$ cat src/shared/usb_cmd_cfg.svh
// Purpose: constants for the usb register command port
// Assumes: byte-wide endpoint streams from a usb full-speed serial engine
// Notes: header holds definitions only
// Function
// - port works as a usb 2.0 full-speed function at 12 Mbit/s
// - bulk in endpoint is 0x81, bulk out endpoint is 0x02
// - control direction 0x80 in, 0x00 out, vendor type, interface recipient 0x01
// - every endpoint, bulk and control, has a 16-byte buffer
// - each register command is exactly eight bytes long
// - first byte is register address and decides how the rest is read
// - bytes returned after a configuration write carry no meaning
// - valid readback only after a query register write such as 0x20
// - response becomes available as soon as a query write is accepted; the port queues it only after cmd_done from the register core
// - read returns eight bytes, most significant byte first
// - response right-aligned at least significant byte, upper bytes padded
`ifndef USB_CMD_CFG_SVH
`define USB_CMD_CFG_SVH

`define FS_BIT_RATE_MBPS   12
`define EP_BULK_IN         8'h81
`define EP_BULK_OUT        8'h02
`define CTL_DIR_IN         8'h80
`define CTL_DIR_OUT        8'h00
`define VENDOR_REQUEST_TYPE 8'h40
`define INTERFACE_RECIPIENT_CODE 8'h01
`define EP_BUF_BYTES       16
`define EP_BUF_AW          4
`define CMD_BYTES          8
`define CMD_CNT_W          3
`define CMD_LAST_IDX       3'h7
`define REG_QUERY_LO       8'h20
`define REG_QUERY_HI       8'h23
`define REG_TEMPERATURE    8'h22
`define PAD_BYTE           8'h00
`define RESP_FIFO_DEPTH    32
`define RESP_FIFO_AW       5

`endif

$ cat src/shared/usb_cmd_pkg.sv
// Purpose: types shared by the command port and its user side
// Assumes: usb_cmd_cfg.svh supplies the numbers
// Notes: byte streams carry the endpoint number beside the data
package usb_cmd_pkg;

	// one byte of a bulk endpoint stream
	typedef struct packed {
		logic [7:0] ep;
		logic [7:0] data;
		logic       last;
	} ep_byte_type;

	// decoded command handed to the register core
	typedef struct packed {
		logic [7:0]  addr;
		logic [55:0] payload;
		logic        query;
	} command_type;

	typedef enum logic [1:0] {
		st_collect,
		st_issue,
		st_wait,
		st_reply
	} port_state_type;

endpackage

$ cat src/logic/usb_register_command_port.sv
// Purpose: device-side usb command port: eight-byte commands in, eight-byte answers out
// Assumes: a usb full-speed serial engine delivers endpoint bytes at one per clock at most
// Notes: register meanings live in the register core beyond cmd/resp ports
// Notes: one command in flight; bulk out bytes are refused until its answer is queued
// Notes: the overrun flag is sticky until reset so a misbehaving host stays visible
// Notes: a deep answer queue lets a slow host lag without stalling the framing logic
`timescale 1ns/1ps
`include "usb_cmd_cfg.svh"
module usb_register_command_port (
	input  wire logic                      clk,
	input  wire logic                      reset,
	// bulk out stream from the serial engine
	input  wire usb_cmd_pkg::ep_byte_type  out_byte,
	input  wire logic                      out_valid,
	output logic                           out_ready,
	// bulk in stream to the serial engine
	output usb_cmd_pkg::ep_byte_type       in_byte,
	output logic                           in_valid,
	input  wire logic                      in_ready,
	// control setup fields, checked for vendor interface requests
	input  wire logic [7:0]                setup_type,
	input  wire logic                      setup_valid,
	output logic                           setup_accept,
	// register core
	output usb_cmd_pkg::command_type       cmd,
	output logic                           cmd_valid,
	input  wire logic                      cmd_done,
	input  wire logic [63:0]               resp_data,
	input  wire logic [3:0]                resp_len,
	// status
	output logic                           overrun_r
);
	usb_cmd_pkg::port_state_type state_r, state_nxt;
	logic [7:0]              shift_r [`CMD_BYTES];
	logic [7:0]              shift_nxt [`CMD_BYTES];
	logic [`CMD_CNT_W-1:0]   cnt_r, cnt_nxt;
	logic [`EP_BUF_AW:0]     xfer_r, xfer_nxt;
	logic                    overrun_nxt;
	logic [7:0]              resp_r [`CMD_BYTES];
	logic [7:0]              resp_nxt [`CMD_BYTES];
	// answer bytes as the core presents them, before latching
	logic [7:0]              resp_pick [`CMD_BYTES];
	genvar                   g;
	logic [`CMD_CNT_W-1:0]   rcnt_r, rcnt_nxt;
	logic                    query_r, query_nxt;
	logic                    take, good_ep;
	logic [8:0]              fifo_in, fifo_out;
	logic                    fifo_in_valid, fifo_in_ready, fifo_out_valid;

	// vendor interface requests in either direction are ours
	always_comb
	begin
		setup_accept = setup_valid
			&& ((setup_type & ~`CTL_DIR_IN) == (`VENDOR_REQUEST_TYPE | `INTERFACE_RECIPIENT_CODE));
	end

	// only bulk out bytes are taken, and only while collecting
	assign good_ep   = (out_byte.ep == `EP_BULK_OUT);
	assign out_ready = (state_r == usb_cmd_pkg::st_collect);
	assign take      = out_valid & out_ready & good_ep;

	// command register drives the core from flops
	always_comb
	begin
		cmd.addr    = shift_r[0];
		cmd.payload = {shift_r[1], shift_r[2], shift_r[3], shift_r[4],
			shift_r[5], shift_r[6], shift_r[7]};
		cmd.query   = query_r;
		cmd_valid   = (state_r == usb_cmd_pkg::st_issue);
	end

	// command assembly, issue and reply sequencing
	always_comb
	begin
		state_nxt   = state_r;
		shift_nxt   = shift_r;
		cnt_nxt     = cnt_r;
		xfer_nxt    = xfer_r;
		overrun_nxt = overrun_r;
		query_nxt   = query_r;
		case (state_r)
			usb_cmd_pkg::st_collect:
			begin
				if (take)
				begin
					shift_nxt[cnt_r] = out_byte.data;
					// a packet over the endpoint buffer is flagged, not trusted
					if (xfer_r == (`EP_BUF_AW+1)'(`EP_BUF_BYTES))
						overrun_nxt = 1'b1;
					else
						xfer_nxt = (`EP_BUF_AW+1)'(xfer_r + 1'b1);
					if (out_byte.last)
						xfer_nxt = '0;
					if (cnt_r == `CMD_LAST_IDX)
					begin
						cnt_nxt   = '0;
						state_nxt = usb_cmd_pkg::st_issue;
						query_nxt = (shift_r[0] >= `REG_QUERY_LO)
							&& (shift_r[0] <= `REG_QUERY_HI);
					end
					else
						cnt_nxt = `CMD_CNT_W'(cnt_r + 1'b1);
				end
			end
			usb_cmd_pkg::st_issue:
				state_nxt = usb_cmd_pkg::st_wait;
			usb_cmd_pkg::st_wait:
			begin
				// the core may take any number of cycles; nothing times out here
				if (cmd_done)
					state_nxt = usb_cmd_pkg::st_reply;
			end
			usb_cmd_pkg::st_reply:
			begin
				// back to collecting once the eighth answer byte is queued
				if (fifo_in_ready && rcnt_r == `CMD_LAST_IDX)
					state_nxt = usb_cmd_pkg::st_collect;
			end
			default:
				state_nxt = usb_cmd_pkg::st_collect;
		endcase
	end

	// framing registers; command bytes reset to pad so cmd never shows unknowns
	always_ff @(posedge clk)
	begin
		if (reset)
		begin
			state_r   <= usb_cmd_pkg::st_collect;
			cnt_r     <= '0;
			xfer_r    <= '0;
			overrun_r <= 1'b0;
			query_r   <= 1'b0;
			for (int i = 0; i < `CMD_BYTES; i++)
				shift_r[i] <= `PAD_BYTE;
		end
		else
		begin
			state_r   <= state_nxt;
			cnt_r     <= cnt_nxt;
			xfer_r    <= xfer_nxt;
			overrun_r <= overrun_nxt;
			query_r   <= query_nxt;
			shift_r   <= shift_nxt;
		end
	end

	// answer bytes right-aligned at the low end; upper positions and config answers pad
	generate
		for (g = 0; g < `CMD_BYTES; g++)
		begin : g_pick
			assign resp_pick[g] = (query_r && (`CMD_BYTES - 1 - g) < int'(resp_len))
				? resp_data[8*(`CMD_BYTES-1-g) +: 8] : `PAD_BYTE;
		end
	endgenerate

	// answer capture on completion, then queueing msb first
	always_comb
	begin
		resp_nxt      = resp_r;
		rcnt_nxt      = rcnt_r;
		fifo_in_valid = 1'b0;
		if (state_r == usb_cmd_pkg::st_wait && cmd_done)
		begin
			// the core's answer is latched in the cycle it reports completion
			resp_nxt = resp_pick;
			rcnt_nxt = '0;
		end
		else if (state_r == usb_cmd_pkg::st_reply)
		begin
			// all eight bytes always go, so the host sees completion
			fifo_in_valid = 1'b1;
			if (fifo_in_ready)
				rcnt_nxt = `CMD_CNT_W'(rcnt_r + 1'b1);
		end
	end

	// answer registers; pad after reset so nothing stale can be queued
	always_ff @(posedge clk)
	begin
		if (reset)
		begin
			rcnt_r <= '0;
			for (int i = 0; i < `CMD_BYTES; i++)
				resp_r[i] <= `PAD_BYTE;
		end
		else
		begin
			rcnt_r <= rcnt_nxt;
			resp_r <= resp_nxt;
		end
	end

	// response queue toward the bulk in endpoint; last flag marks byte eight
	assign fifo_in = {resp_r[rcnt_r], (rcnt_r == `CMD_LAST_IDX)};

	byte_fifo #(
		.WIDTH (9),
		.DEPTH (`RESP_FIFO_DEPTH),
		.AW    (`RESP_FIFO_AW)
	) u_resp_fifo (
		.clk       (clk),
		.reset     (reset),
		.in_data   (fifo_in),
		.in_valid  (fifo_in_valid),
		.in_ready  (fifo_in_ready),
		.out_data  (fifo_out),
		.out_valid (fifo_out_valid),
		.out_ready (in_ready)
	);

	// bytes go out on the bulk in endpoint
	always_comb
	begin
		in_byte.ep   = `EP_BULK_IN;
		in_byte.data = fifo_out[8:1];
		in_byte.last = fifo_out[0];
		in_valid     = fifo_out_valid;
	end
endmodule // usb_register_command_port

$ cat src/logic/byte_fifo.sv
// Purpose: parameterised flip-flop fifo with valid and ready on both sides
// Assumes: single clock, synchronous active-high reset
// Notes: full and empty come from a count, no read-ahead
`timescale 1ns/1ps
module byte_fifo #(
	parameter int WIDTH = 8,
	parameter int DEPTH = 32,
	parameter int AW    = 5
) (
	input  wire logic             clk,
	input  wire logic             reset,
	input  wire logic [WIDTH-1:0] in_data,
	input  wire logic             in_valid,
	output logic                  in_ready,
	output logic      [WIDTH-1:0] out_data,
	output logic                  out_valid,
	input  wire logic             out_ready
);
	logic [WIDTH-1:0] mem_r [DEPTH];
	logic [AW-1:0]    wr_r, wr_nxt, rd_r, rd_nxt;
	logic [AW:0]      cnt_r, cnt_nxt;
	logic             push, pop;

	// honest flags from the occupancy count
	assign in_ready  = (cnt_r != AW'(0) + (AW+1)'(DEPTH)) ;
	assign out_valid = (cnt_r != '0);
	assign out_data  = mem_r[rd_r];
	assign push      = in_valid & in_ready;
	assign pop       = out_valid & out_ready;

	// pointer and count next values
	always_comb
	begin
		wr_nxt  = push ? AW'(wr_r + 1'b1) : wr_r;
		rd_nxt  = pop ? AW'(rd_r + 1'b1) : rd_r;
		cnt_nxt = cnt_r;
		if (push && !pop)
			cnt_nxt = (AW+1)'(cnt_r + 1'b1);
		else if (pop && !push)
			cnt_nxt = (AW+1)'(cnt_r - 1'b1);
	end

	always_ff @(posedge clk)
	begin
		if (reset)
		begin
			wr_r  <= '0;
			rd_r  <= '0;
			cnt_r <= '0;
		end
		else
		begin
			wr_r  <= wr_nxt;
			rd_r  <= rd_nxt;
			cnt_r <= cnt_nxt;
		end
	end

	// storage entries, one per index
	genvar g;
	generate
		for (g = 0; g < DEPTH; g++)
		begin : g_ent
			always_ff @(posedge clk)
			begin
				if (push && wr_r == AW'(g))
					mem_r[g] <= in_data;
			end
		end
	endgenerate
endmodule // byte_fifo

$ cat config.mk
export PLATFORM = sky130hd
export DESIGN_NAME = usb_register_command_port
export DESIGN_NICKNAME = d
export VERILOG_FILES = /design/src/shared/usb_cmd_pkg.sv /design/src/logic/usb_register_command_port.sv /design/src/logic/byte_fifo.sv
export VERILOG_INCLUDE_DIRS = /design/src /design/src/shared
export SDC_FILE = /design/constraint.sdc
export NUM_CORES = 1
export LEC_CHECK = 0
export BUFFER_PORTS_ARGS = -buffer_cell sky130_fd_sc_hd__buf_2
export CAP_MARGIN = 10
export CORE_MARGIN = 3
export CORE_UTILIZATION = 59
export DETAILED_ROUTE_END_ITERATION = 6
export PLACE_DENSITY_LB_ADDON = 0.12
export REMOVE_ABC_BUFFERS = 1
export SLEW_MARGIN = 20
export SYNTH_ARGS = -nofsm -noshare
export SYNTH_HDL_FRONTEND = slang
export SYNTH_SLANG_ARGS = --single-unit
export TNS_END_PERCENT = 30
$ cat constraint.sdc
create_clock -name clk -period 3.8 [get_ports clk]
set_input_delay 0.57 -clock clk [delete_from_list [all_inputs] [get_ports clk]]
set_output_delay 0.57 -clock clk [all_outputs]
set_load 0.01 [all_outputs]
==> metrics.cfg <==
[clocking]
clockBufferDepth=3
cts-resized-gates=0
clkSinkCount=452
clock_latency_ns=0.54
cts_buffers=44
cts_tree=done
cts_max_level=2
cts_hold_buf=0
cts_root_buf=clkbuf_16
clk_pin_slew_worst_paths_ns=0.06
post-cts-setup-buffers=0

[logic_synthesis]
synth-warning-count=0
synth.cell_area_sq_um=18000
synth.distinct_cells=60
ys_seq_area_share_pct=66.4
synth-edff-count=288
synthFlopType=edfxtp_1
synth_seq_cells=452
avgSynthCellArea_sq_um=14.9
synth_cells=1203
synthArstFlopShare_pct=0

[worst_setup_path]
worstSetupStartpointType=flop
crit_arrival_ns=3.09
reg2reg_depth=11
r2r-start=u_resp_fifo.cnt_r[1]$_SDFFE_PP0P_
end_kind=output pin
path_class=flop to output pin
reg2reg_to=u_resp_fifo.cnt_r[5]$_SDFFE_PP0P_
required_ns=3.23
rrSetupSlack_ns=0.70
cp_max_fo=21

[drt]
avgViaCountPerCell=5.92
wirelength_microns=38600
dr.pass1.iters=5
drtAntennaViolNets=0
post-route-drc-count=0
vias=10699
drt_iter0_markers=785
wl_per_cell_microns=21.3

[sta]
min_period_ns=3.66
finalCritPeriodShare_pct=96.4
hold_slack_ns=0.238
fin_ws_ns=0.135
max_slew_margin_pct=27.1
max_freq_mhz=273
hold_viol=0
maxSlewViolCount=0
finalSetupViolCount=0
rsz0062_at_grt=no
skew_ns=0.0109
worstMarginPinSlew_ns=1.09

[floorplan]
die_area_sq_um=32600
core-area_sq_um=29800
pin_count=186
die_h_microns=180
start_util_pct=60.3
std_cell_rows=63
die_x_microns=180

[placement]
place_congestion=0.767
pre_cts_slack_ns=0.707
port_buffers=176
hpwl_microns=24100

[hold_path]
min_path_type=primary input to flop
worstHoldStart=resp_data[10]
hold_end=resp_r[10]$_SDFFE_PP0P_
hold_path_depth=2

[cells_and_area]
final_cell_mix=edfxtp_1, buf_2, dfxtp_1
area_growth_pct=14.9
mostFrequentLayoutCell=edfxtp_1
finalNetCount=1505
drive_above_1_share_pct=23.9

[pwr]
peakVddDrop_uv=386
powerDensity_nw_per_um2=464
p_leak_nw=6.92

[job]
drv_cap=0

[run_status]
status=completed

[grt]
grt_pass1_vias=10791
grt.total_usage_pct=23.4
antenna_found_initial=2
overflow=0
grt_pass1_wl_microns=60100
grt_max_degree=65

==> worst max-delay path, cell delays in order (launching register included) <==
cell	delay [ns]
dfxtp_2	0.55
buf_4	0.43
mux4_2	0.56
a221oi_1	0.64
nand3_1	0.18
buf_2	0.18
==> through the flow <==
stage / TNS [ns] / instances / area [sq um] / util (%) / power [mW]
floorplan: -10.35 / 1136 / 17600 / - / 5.30
global placement: 0 / 1726 / 19200 / 64.4 / 5.38
detailed placement: 0 / 1726 / 19200 / 64.4 / 5.38
CTS: 0 / 1807 / 20600 / 69.3 / 9.65
global route: 0 / 1808 / 20600 / 69.3 / 9.85
finish: 0 / 1808 / 20600 / 69.3 / 9.58
==> state kept, by name, summed over array words and instances (netlist names), named ones only <==
| register | count |
|---|---|
| cnt_r | 3 |
| query_r | 1 |
| u_resp_fifo.rd_r | 5 |
| rcnt_r | 3 |
| cmd | 64 |
| xfer_r | 5 |
| resp_r | 64 |
| overrun_r | 1 |
| state_r | 2 |
| u_resp_fifo.cnt_r | 6 |
| u_resp_fifo.wr_r | 5 |
| u_resp_fifo.mem_r | 288 |
==> power breakdown <==
group | switching (mW) | internal [mW]
registers | 0.000164 | 5.16
clock network | 1.78 | 2.53
logic | 0.0682 | 0.0441
total | 1.85 | 7.73
==> layout make-up <==
cell class	count	area (sq um)
timing repair buffer	200	1060
fill	2063	9160
sequential	452	11900
tap	390	488
clock buffer	57	1220
clock inverter	24	226
antenna	1	2.50
inverter	19	73.8
multi-input combinational	665	5630
==> worst max-delay path by stage <==
| stage | slack, ns | cells after the start | from | end |
|---|---|---|---|---|
| 2_1_floorplan | -1.15 | 4 | flop | in_byte[0] |
| 3_3_place_gp | 0.75 | 5 | flop | in_byte[2] |
| 5_1_grt | 0.03 | 6 | flop | in_byte[5] |
| 3_5_place_dp | 0.71 | 6 | flop | in_byte[5] |
| 4_1_cts | 0.12 | 6 | flop | in_byte[5] |
| 6_report | 0.14 | 5 | flop | in_byte[2] |
==> metal layers <==
| layer | vias up | GRT usage (%) | wire, microns |
|---|---|---|---|
| li1 | 4990 | - | - |
| met1 | 5315 | 31.9 | 16100 |
| met2 | 323 | 38.2 | 18800 |
| met3 | 69 | 5.19 | 2680 |
| met4 | 2 | 7.03 | 906 |
| met5 | - | 0 | 13 |
==> synthesized netlist by cell type (3+ instances only) <==
| library cell | count | share of area [%] |
|---|---|---|
| a21oi_1 | 24 | 0.67 |
| a221oi_1 | 9 | 0.44 |
| a22o_1 | 74 | 3.6 |
| a22oi_1 | 36 | 1.5 |
| a31oi_1 | 3 | 0.10 |
| and2_1 | 10 | 0.35 |
| and4_1 | 3 | 0.15 |
| buf_1 | 6 | 0.13 |
| buf_2 | 22 | 0.61 |
| buf_4 | 10 | 0.42 |
| clkbuf_1 | 33 | 0.69 |
| dfxtp_1 | 164 | 18 |
| edfxtp_1 | 288 | 48 |
| ha_1 | 23 | 1.6 |
| inv_1 | 17 | 0.36 |
| mux2_2 | 8 | 0.50 |
| mux2i_1 | 138 | 7.7 |
| mux4_2 | 52 | 6.5 |
| nand2_1 | 100 | 2.1 |
| nand3_1 | 38 | 1.1 |
| nand3b_1 | 3 | 0.13 |
| nand4_1 | 5 | 0.17 |
| nand4b_1 | 4 | 0.20 |
| nor2_1 | 54 | 1.1 |
| nor2b_1 | 7 | 0.24 |
| nor3_1 | 6 | 0.17 |
| nor4_1 | 3 | 0.10 |
| o21a_1 | 4 | 0.17 |
| o21ai_0 | 11 | 0.31 |
| or3_1 | 5 | 0.17 |
| or4_1 | 3 | 0.13 |
| xor2_1 | 5 | 0.24 |
==> kinds of logic after synthesis <==
| kind of cell | share of synthesized area (%) |
|---|---|
| flip-flops | 66.4 |
| adder cells (fa/ha/maj) | 1.71 |
| other | 0.0418 |
| XOR/XNOR | 0.341 |
| AND/OR/NAND/NOR | 6.79 |
| AO/OA/AOI/OAI | 7.59 |
| multiplexers | 14.7 |
| buffers and inverters | 2.38 |
Note: power is estimated with default switching activity, not from simulation.
